## src/mat_pkg.sv

```systemverilog
// Constants, carrier types and state record for the mailbox access tracker.
package mat_pkg;

  // ------------------------------------------------------------------
  // Register indices; the byte address on the bus is four times these
  // ------------------------------------------------------------------
  localparam logic [7:0] IDX_CTRL         = 8'h20;
  localparam logic [7:0] IDX_WR_31_24     = 8'h24;
  localparam logic [7:0] IDX_WR_23_16     = 8'h25;
  localparam logic [7:0] IDX_WR_15_8      = 8'h26;
  localparam logic [7:0] IDX_WR_7_0       = 8'h27;
  localparam logic [7:0] IDX_RD_31_24     = 8'h28;
  localparam logic [7:0] IDX_RD_23_16     = 8'h29;
  localparam logic [7:0] IDX_RD_15_8      = 8'h2a;
  localparam logic [7:0] IDX_RD_7_0       = 8'h2b;

  localparam logic [9:0] ADDR_CTRL        = {IDX_CTRL, 2'b00};
  localparam logic [9:0] ADDR_WR_31_24    = {IDX_WR_31_24, 2'b00};
  localparam logic [9:0] ADDR_WR_23_16    = {IDX_WR_23_16, 2'b00};
  localparam logic [9:0] ADDR_WR_15_8     = {IDX_WR_15_8, 2'b00};
  localparam logic [9:0] ADDR_WR_7_0      = {IDX_WR_7_0, 2'b00};
  localparam logic [9:0] ADDR_RD_31_24    = {IDX_RD_31_24, 2'b00};
  localparam logic [9:0] ADDR_RD_23_16    = {IDX_RD_23_16, 2'b00};
  localparam logic [9:0] ADDR_RD_15_8     = {IDX_RD_15_8, 2'b00};
  localparam logic [9:0] ADDR_RD_7_0      = {IDX_RD_7_0, 2'b00};

  // ------------------------------------------------------------------
  // Control register fields
  // ------------------------------------------------------------------
  localparam int         CTRL_SEL_LSB     = 0;
  localparam int         CTRL_WR_IRQ_EN_BIT = 2;
  localparam int         CTRL_RD_IRQ_EN_BIT = 3;
  localparam int         CTRL_STOP_EN_BIT = 4;
  localparam int         CTRL_CLR_BIT     = 5;
  localparam logic [7:0] CTRL_WMASK       = 8'h1f;
  localparam logic [7:0] CTRL_RESET       = 8'h00;

  localparam logic [4:0] MB_FIFTEEN       = 5'h0f;
  localparam logic [4:0] MB_THIRTY_ONE    = 5'h1f;

  typedef enum logic [1:0] {
    TRIG_ANY  = 2'h0,
    TRIG_MB15 = 2'h1,
    TRIG_MB31 = 2'h2,
    TRIG_RSVD = 2'h3
  } mat_trig_type;

  typedef enum logic {
    PKT_IDLE = 1'b0,
    PKT_BUSY = 1'b1
  } mat_pkt_type;

  // ------------------------------------------------------------------
  // Link carrier and block state
  // ------------------------------------------------------------------
  typedef struct packed {
    logic       clk;
    logic       frame_n;
    logic       acc;
    logic       wr;
    logic [4:0] idx;
  } mat_link_type;

  localparam mat_link_type LINK_IDLE = '{clk: 1'b0, frame_n: 1'b1,
                                         acc: 1'b0, wr: 1'b0,
                                         idx: 5'h00};

  typedef struct packed {
    mat_link_type s1;
    mat_link_type s2;
    mat_link_type s3;
    logic [7:0]   ctrl;
    logic [31:0]  wr_flags;
    logic [31:0]  rd_flags;
    mat_pkt_type  pkt;
    logic         hit;
    logic         pending;
    logic         irq;
    logic [31:0]  prdata;
    logic         pready;
    logic         pslverr;
  } mat_state_type;

  localparam mat_state_type ST_RESET = '{
    s1: LINK_IDLE, s2: LINK_IDLE, s3: LINK_IDLE, ctrl: CTRL_RESET,
    wr_flags: 32'h0, rd_flags: 32'h0, pkt: PKT_IDLE, hit: 1'b0,
    pending: 1'b0, irq: 1'b0, prdata: 32'h0, pready: 1'b0,
    pslverr: 1'b0};

endpackage
```

## src/mat_mailbox_tracker.sv

```systemverilog
// Mailbox access tracker: host access flags, interrupt select, APB slave.
//
// Overview of operation
// Select 00: interrupt at end of any host packet that touched a mailbox.
// Select 00: only one interrupt per packet, however many mailboxes hit.
// Select 01: interrupt right after an access to mailbox 15 only.
// Select 10: interrupt right after an access to mailbox 31 only.
// Without read or write interrupt enable, no mailbox interrupt at all.
// Low-power enable 0: interrupt held back during STOP, asserted after.
// Thirty-two write flags, flag n belongs to mailbox n.
// Host write of a mailbox sets its write flag.
// Write-flag byte 24h holds mailboxes 31..24, bit 7 is mailbox 31.
// Write-flag byte 25h holds mailboxes 23..16, highest in bit 7.
// Write-flag byte 26h holds mailboxes 15..8, highest in bit 7.
// Write-flag byte 27h holds mailboxes 7..0, bit 0 is mailbox 0.
// CPU can read the write flags.
// Thirty-two read flags, flag n belongs to mailbox n.
// Host read of a mailbox sets its read flag.
// Read-flag byte 28h holds mailboxes 31..24, bit 7 is mailbox 31.
// CPU can read the read flags.
// Writing 1 to clear bit clears all flag bytes; bit reads zero.
// Read enable 1: host reads request an interrupt, qualified by select.
// Write enable 1: host writes request an interrupt, qualified by select.
// Low-power enable 1: interrupts asserted even during STOP.
// Reserved select 11 produces no mailbox interrupt.
// Flags stay set until clear bit or reset, CPU reads do not clear.
module mat_mailbox_tracker
  import mat_pkg::*;
(
  input  wire logic              pclk,
  input  wire logic              presetn,
  input  wire logic              psel,
  input  wire logic              penable,
  input  wire logic              pwrite,
  input  wire logic [9:0]        paddr,
  input  wire logic [31:0]       pwdata,
  output logic [31:0]            prdata,
  output logic                   pready,
  output logic                   pslverr,
  input  wire mat_pkg::mat_link_type link_in,
  input  wire logic              stop_mode,
  output logic                   mbox_irq
);
  import mat_pkg::*;

  // ------------------------------------------------------------------
  // State
  // ------------------------------------------------------------------
  mat_state_type st;
  mat_state_type next_st;

  logic          link_rise;
  logic          acc_evt;
  logic          qual_evt;
  logic          pkt_end;
  logic          apb_do;
  logic          clr;
  logic          set_evt;
  logic          irq_gate;
  mat_trig_type  trig;
  logic          write_irq_enable;
  logic          read_irq_enable;

  // Returns {known, data} for a register read at the given byte address.
  function automatic logic [32:0] read_decode(input logic [9:0]  a,
                                              input mat_state_type s);
    logic [32:0] r;
    r = 33'h0;
    if (a == ADDR_CTRL) begin
      r = {1'b1, 24'h0, s.ctrl & CTRL_WMASK};
    end else if (a == ADDR_WR_31_24) begin
      r = {1'b1, 24'h0, s.wr_flags[31:24]};
    end else if (a == ADDR_WR_23_16) begin
      r = {1'b1, 24'h0, s.wr_flags[23:16]};
    end else if (a == ADDR_WR_15_8) begin
      r = {1'b1, 24'h0, s.wr_flags[15:8]};
    end else if (a == ADDR_WR_7_0) begin
      r = {1'b1, 24'h0, s.wr_flags[7:0]};
    end else if (a == ADDR_RD_31_24) begin
      r = {1'b1, 24'h0, s.rd_flags[31:24]};
    end else if (a == ADDR_RD_23_16) begin
      r = {1'b1, 24'h0, s.rd_flags[23:16]};
    end else if (a == ADDR_RD_15_8) begin
      r = {1'b1, 24'h0, s.rd_flags[15:8]};
    end else if (a == ADDR_RD_7_0) begin
      r = {1'b1, 24'h0, s.rd_flags[7:0]};
    end
    return r;
  endfunction

  // ------------------------------------------------------------------
  // Event decode
  // ------------------------------------------------------------------
  // Only the second and third sync stages are looked at; the link is slow
  // enough (several pclk per link period) that data settles before edges.
  assign trig      = mat_trig_type'(st.ctrl[CTRL_SEL_LSB +: 2]);
  assign write_irq_enable = st.ctrl[CTRL_WR_IRQ_EN_BIT];
  assign read_irq_enable  = st.ctrl[CTRL_RD_IRQ_EN_BIT];
  assign link_rise = st.s2.clk & ~st.s3.clk;
  assign acc_evt   = link_rise & ~st.s2.frame_n & st.s2.acc;
  assign qual_evt  = acc_evt & ((st.s2.wr & write_irq_enable)
                              | (~st.s2.wr & read_irq_enable));
  assign pkt_end   = (st.pkt == PKT_BUSY) & st.s2.frame_n;
  assign apb_do    = psel & penable & st.pready;
  assign clr       = apb_do & pwrite & (paddr == ADDR_CTRL)
                   & pwdata[CTRL_CLR_BIT];
  assign irq_gate  = ~stop_mode | st.ctrl[CTRL_STOP_EN_BIT];

  always_comb begin
    case (trig)
      TRIG_ANY:  set_evt = pkt_end & st.hit;
      TRIG_MB15: set_evt = qual_evt & (st.s2.idx == MB_FIFTEEN);
      TRIG_MB31: set_evt = qual_evt & (st.s2.idx == MB_THIRTY_ONE);
      default:   set_evt = 1'b0;
    endcase
  end

  // ------------------------------------------------------------------
  // Next state
  // ------------------------------------------------------------------
  always_comb begin
    logic [32:0] rd;
    rd = read_decode(paddr, st);
    next_st    = st;
    next_st.s1 = link_in;
    next_st.s2 = st.s1;
    next_st.s3 = st.s2;

    // Clearing first, then setting, so that a host access in the same
    // cycle as the clear strobe is still recorded.
    if (clr) begin
      next_st.wr_flags = 32'h0;
      next_st.rd_flags = 32'h0;
    end
    if (acc_evt && st.s2.wr) begin
      next_st.wr_flags[st.s2.idx] = 1'b1;
    end
    if (acc_evt && !st.s2.wr) begin
      next_st.rd_flags[st.s2.idx] = 1'b1;
    end

    if (apb_do && pwrite && (paddr == ADDR_CTRL)) begin
      next_st.ctrl = pwdata[7:0] & CTRL_WMASK;
    end

    case (st.pkt)
      PKT_IDLE: begin
        if (!st.s2.frame_n) begin
          next_st.pkt = PKT_BUSY;
        end
      end
      PKT_BUSY: begin
        if (st.s2.frame_n) begin
          next_st.pkt = PKT_IDLE;
        end
      end
      default: next_st.pkt = PKT_IDLE;
    endcase

    // One hit bit per packet folds many accesses into a single event.
    if (pkt_end) begin
      next_st.hit = 1'b0;
    end else if (qual_evt) begin
      next_st.hit = 1'b1;
    end

    next_st.pending = (st.pending & ~clr) | set_evt;
    next_st.irq     = next_st.pending & irq_gate;

    next_st.pready  = psel & ~penable;
    next_st.pslverr = psel & ~penable & ~rd[32];
    next_st.prdata  = (psel && !penable && !pwrite) ? rd[31:0] : 32'h0;
  end

  always_ff @(posedge pclk or negedge presetn) begin
    if (!presetn) begin
      st <= ST_RESET;
    end else begin
      st <= next_st;
    end
  end

  assign prdata   = st.prdata;
  assign pready   = st.pready;
  assign pslverr  = st.pslverr;
  assign mbox_irq = st.irq;
endmodule // mat_mailbox_tracker

```

## config.mk

```make
export PLATFORM = sky130hd
export DESIGN_NAME = mat_mailbox_tracker
export DESIGN_NICKNAME = d
export VERILOG_FILES = /design/src/mat_pkg.sv /design/src/mat_mailbox_tracker.sv
export SDC_FILE = /design/constraint.sdc
export NUM_CORES = 1
export LEC_CHECK = 0
export CORE_ASPECT_RATIO = 0.5
export CORE_UTILIZATION = 30
export CTS_BUF_LIST = sky130_fd_sc_hd__clkbuf_8
export DETAILED_ROUTE_END_ITERATION = 10
export DONT_BUFFER_PORTS = 1
export HOLD_SLACK_MARGIN = 0.08
export SYNTH_ARGS = -nofsm -noshare
export SYNTH_HDL_FRONTEND = slang
export SYNTH_SLANG_ARGS = --single-unit
```

## constraint.sdc

```tcl
create_clock -name pclk -period 1.56 [get_ports pclk]
set_input_delay 0.078 -clock pclk [delete_from_list [all_inputs] [get_ports pclk]]
set_output_delay 0.078 -clock pclk [all_outputs]
set_load 0.05 [all_outputs]
```

==> impl_metrics.py <==
metrics = {
    "critical_path": {
        "crit_buf_inv": 1,
        "cp-start-kind": "flop",
        "critPathRequiredTime_ps": 1860,
        "regToRegSetupSlack_ps": -1,
        "critical_path.max_fanout": 8,
        "endpoint": "st[55]",
        "path_depth": 4,
        "arrival_ps": 1860,
        "cp_top_family": "simple AND/OR/NAND/NOR gates",
        "cp_cell_sequence": "or4_4 -> nor3b_4 -> buf_6 -> a22o_1",
        "crit_type": "flop to flop",
        "slowest_delay_ps": 620,
        "r2r_start": "next_st[115]",
        "critPathLaunch": "next_st[115]",
        "critPathSlowestCell": "or4_4",
        "r2r_cells": 4,
        "r2r-end": "st[55]",
        "crit_path_end_kind": "flop",
    },
    "floorplanning": {
        "die_area_um2": 16100,
        "num_rows": 31,
        "die_h_um": 90.2,
        "core-area_um2": 14800,
        "start_util": 0.315,
        "top_level_ports": 92,
        "die_w_um": 178,
    },
    "global_route": {
        "grt_pass1_wl_um": 17100,
        "grt_max_degree": 103,
        "grt_usage": 0.136,
        "first_global_vias": 3166,
        "antenna_found_initial": 0,
        "grt_overflow": 0,
    },
    "clock_network": {
        "clk_transition_reported_paths_ps": 100,
        "clk_path_buf_depth": 2,
        "htreeDepth": 3,
        "clock-sinks": 102,
        "cts_inserted_buffers": 9,
        "cts_tree": "yes",
        "clk_root_buffer_cell": "clkbuf_8",
        "clk_latency_ps": 370,
    },
    "routing": {
        "totalWireLength_um": 10400,
        "via_count": 3108,
        "viasPerCell": 4.99,
        "drcViolationCount": 0,
        "post_drt_wl_per_cell_um": 16.6,
        "antenna_left": 0,
        "drt_iter0_drc": 216,
        "dr.pass1.iters": 6,
    },
    "sta": {
        "rsz0062_at_grt": "true",
        "slew_viol_final": 0,
        "hold_violations": 102,
        "finalCritPeriodShare": 1.00,
        "fin_tns_setup_ps": -1.07,
        "holdWs_ps": -596,
        "fin_crit_ps": 1560,
        "max_freq_ghz": 0.641,
        "setup_slack_ps": -1.07,
        "fin_skew_ps": 12.0,
        "setup_viol": 1,
    },
    "logic_synthesis": {
        "synth_warnings": 0,
        "synth.largest_area_cell": "dfrtp_1",
        "ys_top_cells_by_count": "dfrtp_1, buf_4, o2bb2ai_1, a22o_1, inv_1",
        "syn_inst": 377,
        "synth-edff-count": 0,
        "ys_async_sr_fraction": 1.00,
        "synthTopCellsByArea": "dfrtp_1, o2bb2ai_1, a22o_1",
        "synth.distinct_cells": 50,
        "post-synth-top-count-cell": "dfrtp_1",
        "synth_top_area_share": 0.536,
        "synth.cell_area_um2": 4670,
        "postSynthAreaPerCell_um2": 12.4,
        "ys_seq_area_frac": 0.547,
        "ys_seq_elements": 102,
        "synth_flop_cell": "dfrtp_1",
    },
    "power_and_ir_drop": {
        "p_leak_nw": 2.34,
        "peakVddDrop_v": 0.000364,
        "powerDensity_nw_per_um2": 892,
    },
    "placed_design": {
        "dp_hpwl_um": 6660,
        "globalplace.congestion": 0.833,
        "io_buffers": 0,
    },
    "flow_run": {
        "max_cap_viol_count": 0,
    },
    "finish": {
        "fin_nets": 480,
        "area.growth.synth_to_final_pct": 17.2,
        "n_antenna_cell": 0,
        "drive_gt1_frac": 0.207,
        "fillers": 1435,
    },
    "min_path": {
        "hp-class": "input pin to asynchronous set/reset pin",
    },
    "outcome": {
        "violations": "hold timing, setup timing",
        "status": "complete, but fails checks",
    },
}
placed cells by master (no fill, tap or decap), types with 6 or more instances in the layout:
cell type      netlist  final
dfrtp_1            100     99
o2bb2ai_1           35     33
a22o_1              32     32
dlygate4sd3_1        0     31
buf_4               36     26
conb_1               1     24
inv_1               17     18
a21oi_1             12     12
nand2_1             11     10
mux2_2              10     10
clkbuf_8             0     10
nand2b_1             9      9
nor2_1               9      8
mux4_2               7      7
a22oi_1              6      6
per-stage QoR:
stage               std cells  power, mW  setup WS [ps]   util  cell area (um2)
floorplan                 400       3.16           2.23      -             4760
global placement          575       3.16          -40.4  0.330             4890
detailed placement        575       3.17          -65.8  0.330             4890
CTS                       621       4.92          -50.8  0.365             5410
global route              623       5.08          -76.0  0.369             5470
finish                    623       4.88          -1.07  0.369             5470
worst min-delay path by stage:
stage                    to  slack [ps]  cells after the start
6_report             st[74]        -600                      0
5_1_grt              st[60]        -640                      0
4_1_cts              st[66]        -620                      0
3_5_place_dp   next_st[121]        -220                      0
3_3_place_gp   next_st[121]        -220                      0
2_1_floorplan      mbox_irq        -220                      0
flip-flops by register name, indices dropped and copies added (netlist names):
name	cells
read_irq_enable	1
pready	1
st	72
next_st	18
mbox_irq	1
prdata	8
pslverr	1
layout make-up:
class	count	area, um2	share of cell area
sequential	102	2560	0.468
multi-input combinational	229	1840	0.337
timing repair buffer	61	559	0.102
tap	198	248	0.0453
clock buffer	10	138	0.0252
inverter	17	63.8	0.0117
clock inverter	6	61.3	0.0112
cells by family after synthesis:
family / count (synthesis) / synth area share
AND/OR/NAND/NOR: 75 / 0.103
multiplexers: 21 / 0.0665
buffers and inverters: 69 / 0.0879
AO/OA/AOI/OAI: 105 / 0.185
adder cells (fa/ha/maj): 3 / 0.00804
flip-flops: 102 / 0.547
other: 1 / 0.000804
XOR/XNOR: 1 / 0.00188
what timing repair did:
| item | in CTS | in global routing |
|---|---|---|
| hold buffers | 30 | 1 |
| hold endpoints to repair | 127 | 103 |
| setup endpoints to repair | 29 | 67 |
| buffers inserted | 0 | 2 |
| pin swaps | 5 | 5 |
| gates cloned | 0 | 0 |
| resized for setup | 4 | 10 |
where the power goes:
group	switching (mW)	leakage, nW	internal [mW]
clock	0.906	0.108	0.784
sequential	0.0529	1.19	2.71
combinational	0.250	1.04	0.170
total	1.21	2.34	3.67
per-layer routing:
layer	vias up	track usage	part of all wire
li1	1440	-	-
met2	86	0.212	0.47
met5	-	0	0
met1	1576	0.194	0.49
met3	6	0.0296	0.037
met4	0	0.0297	0.0073
(Power assumes the default switching activity.)
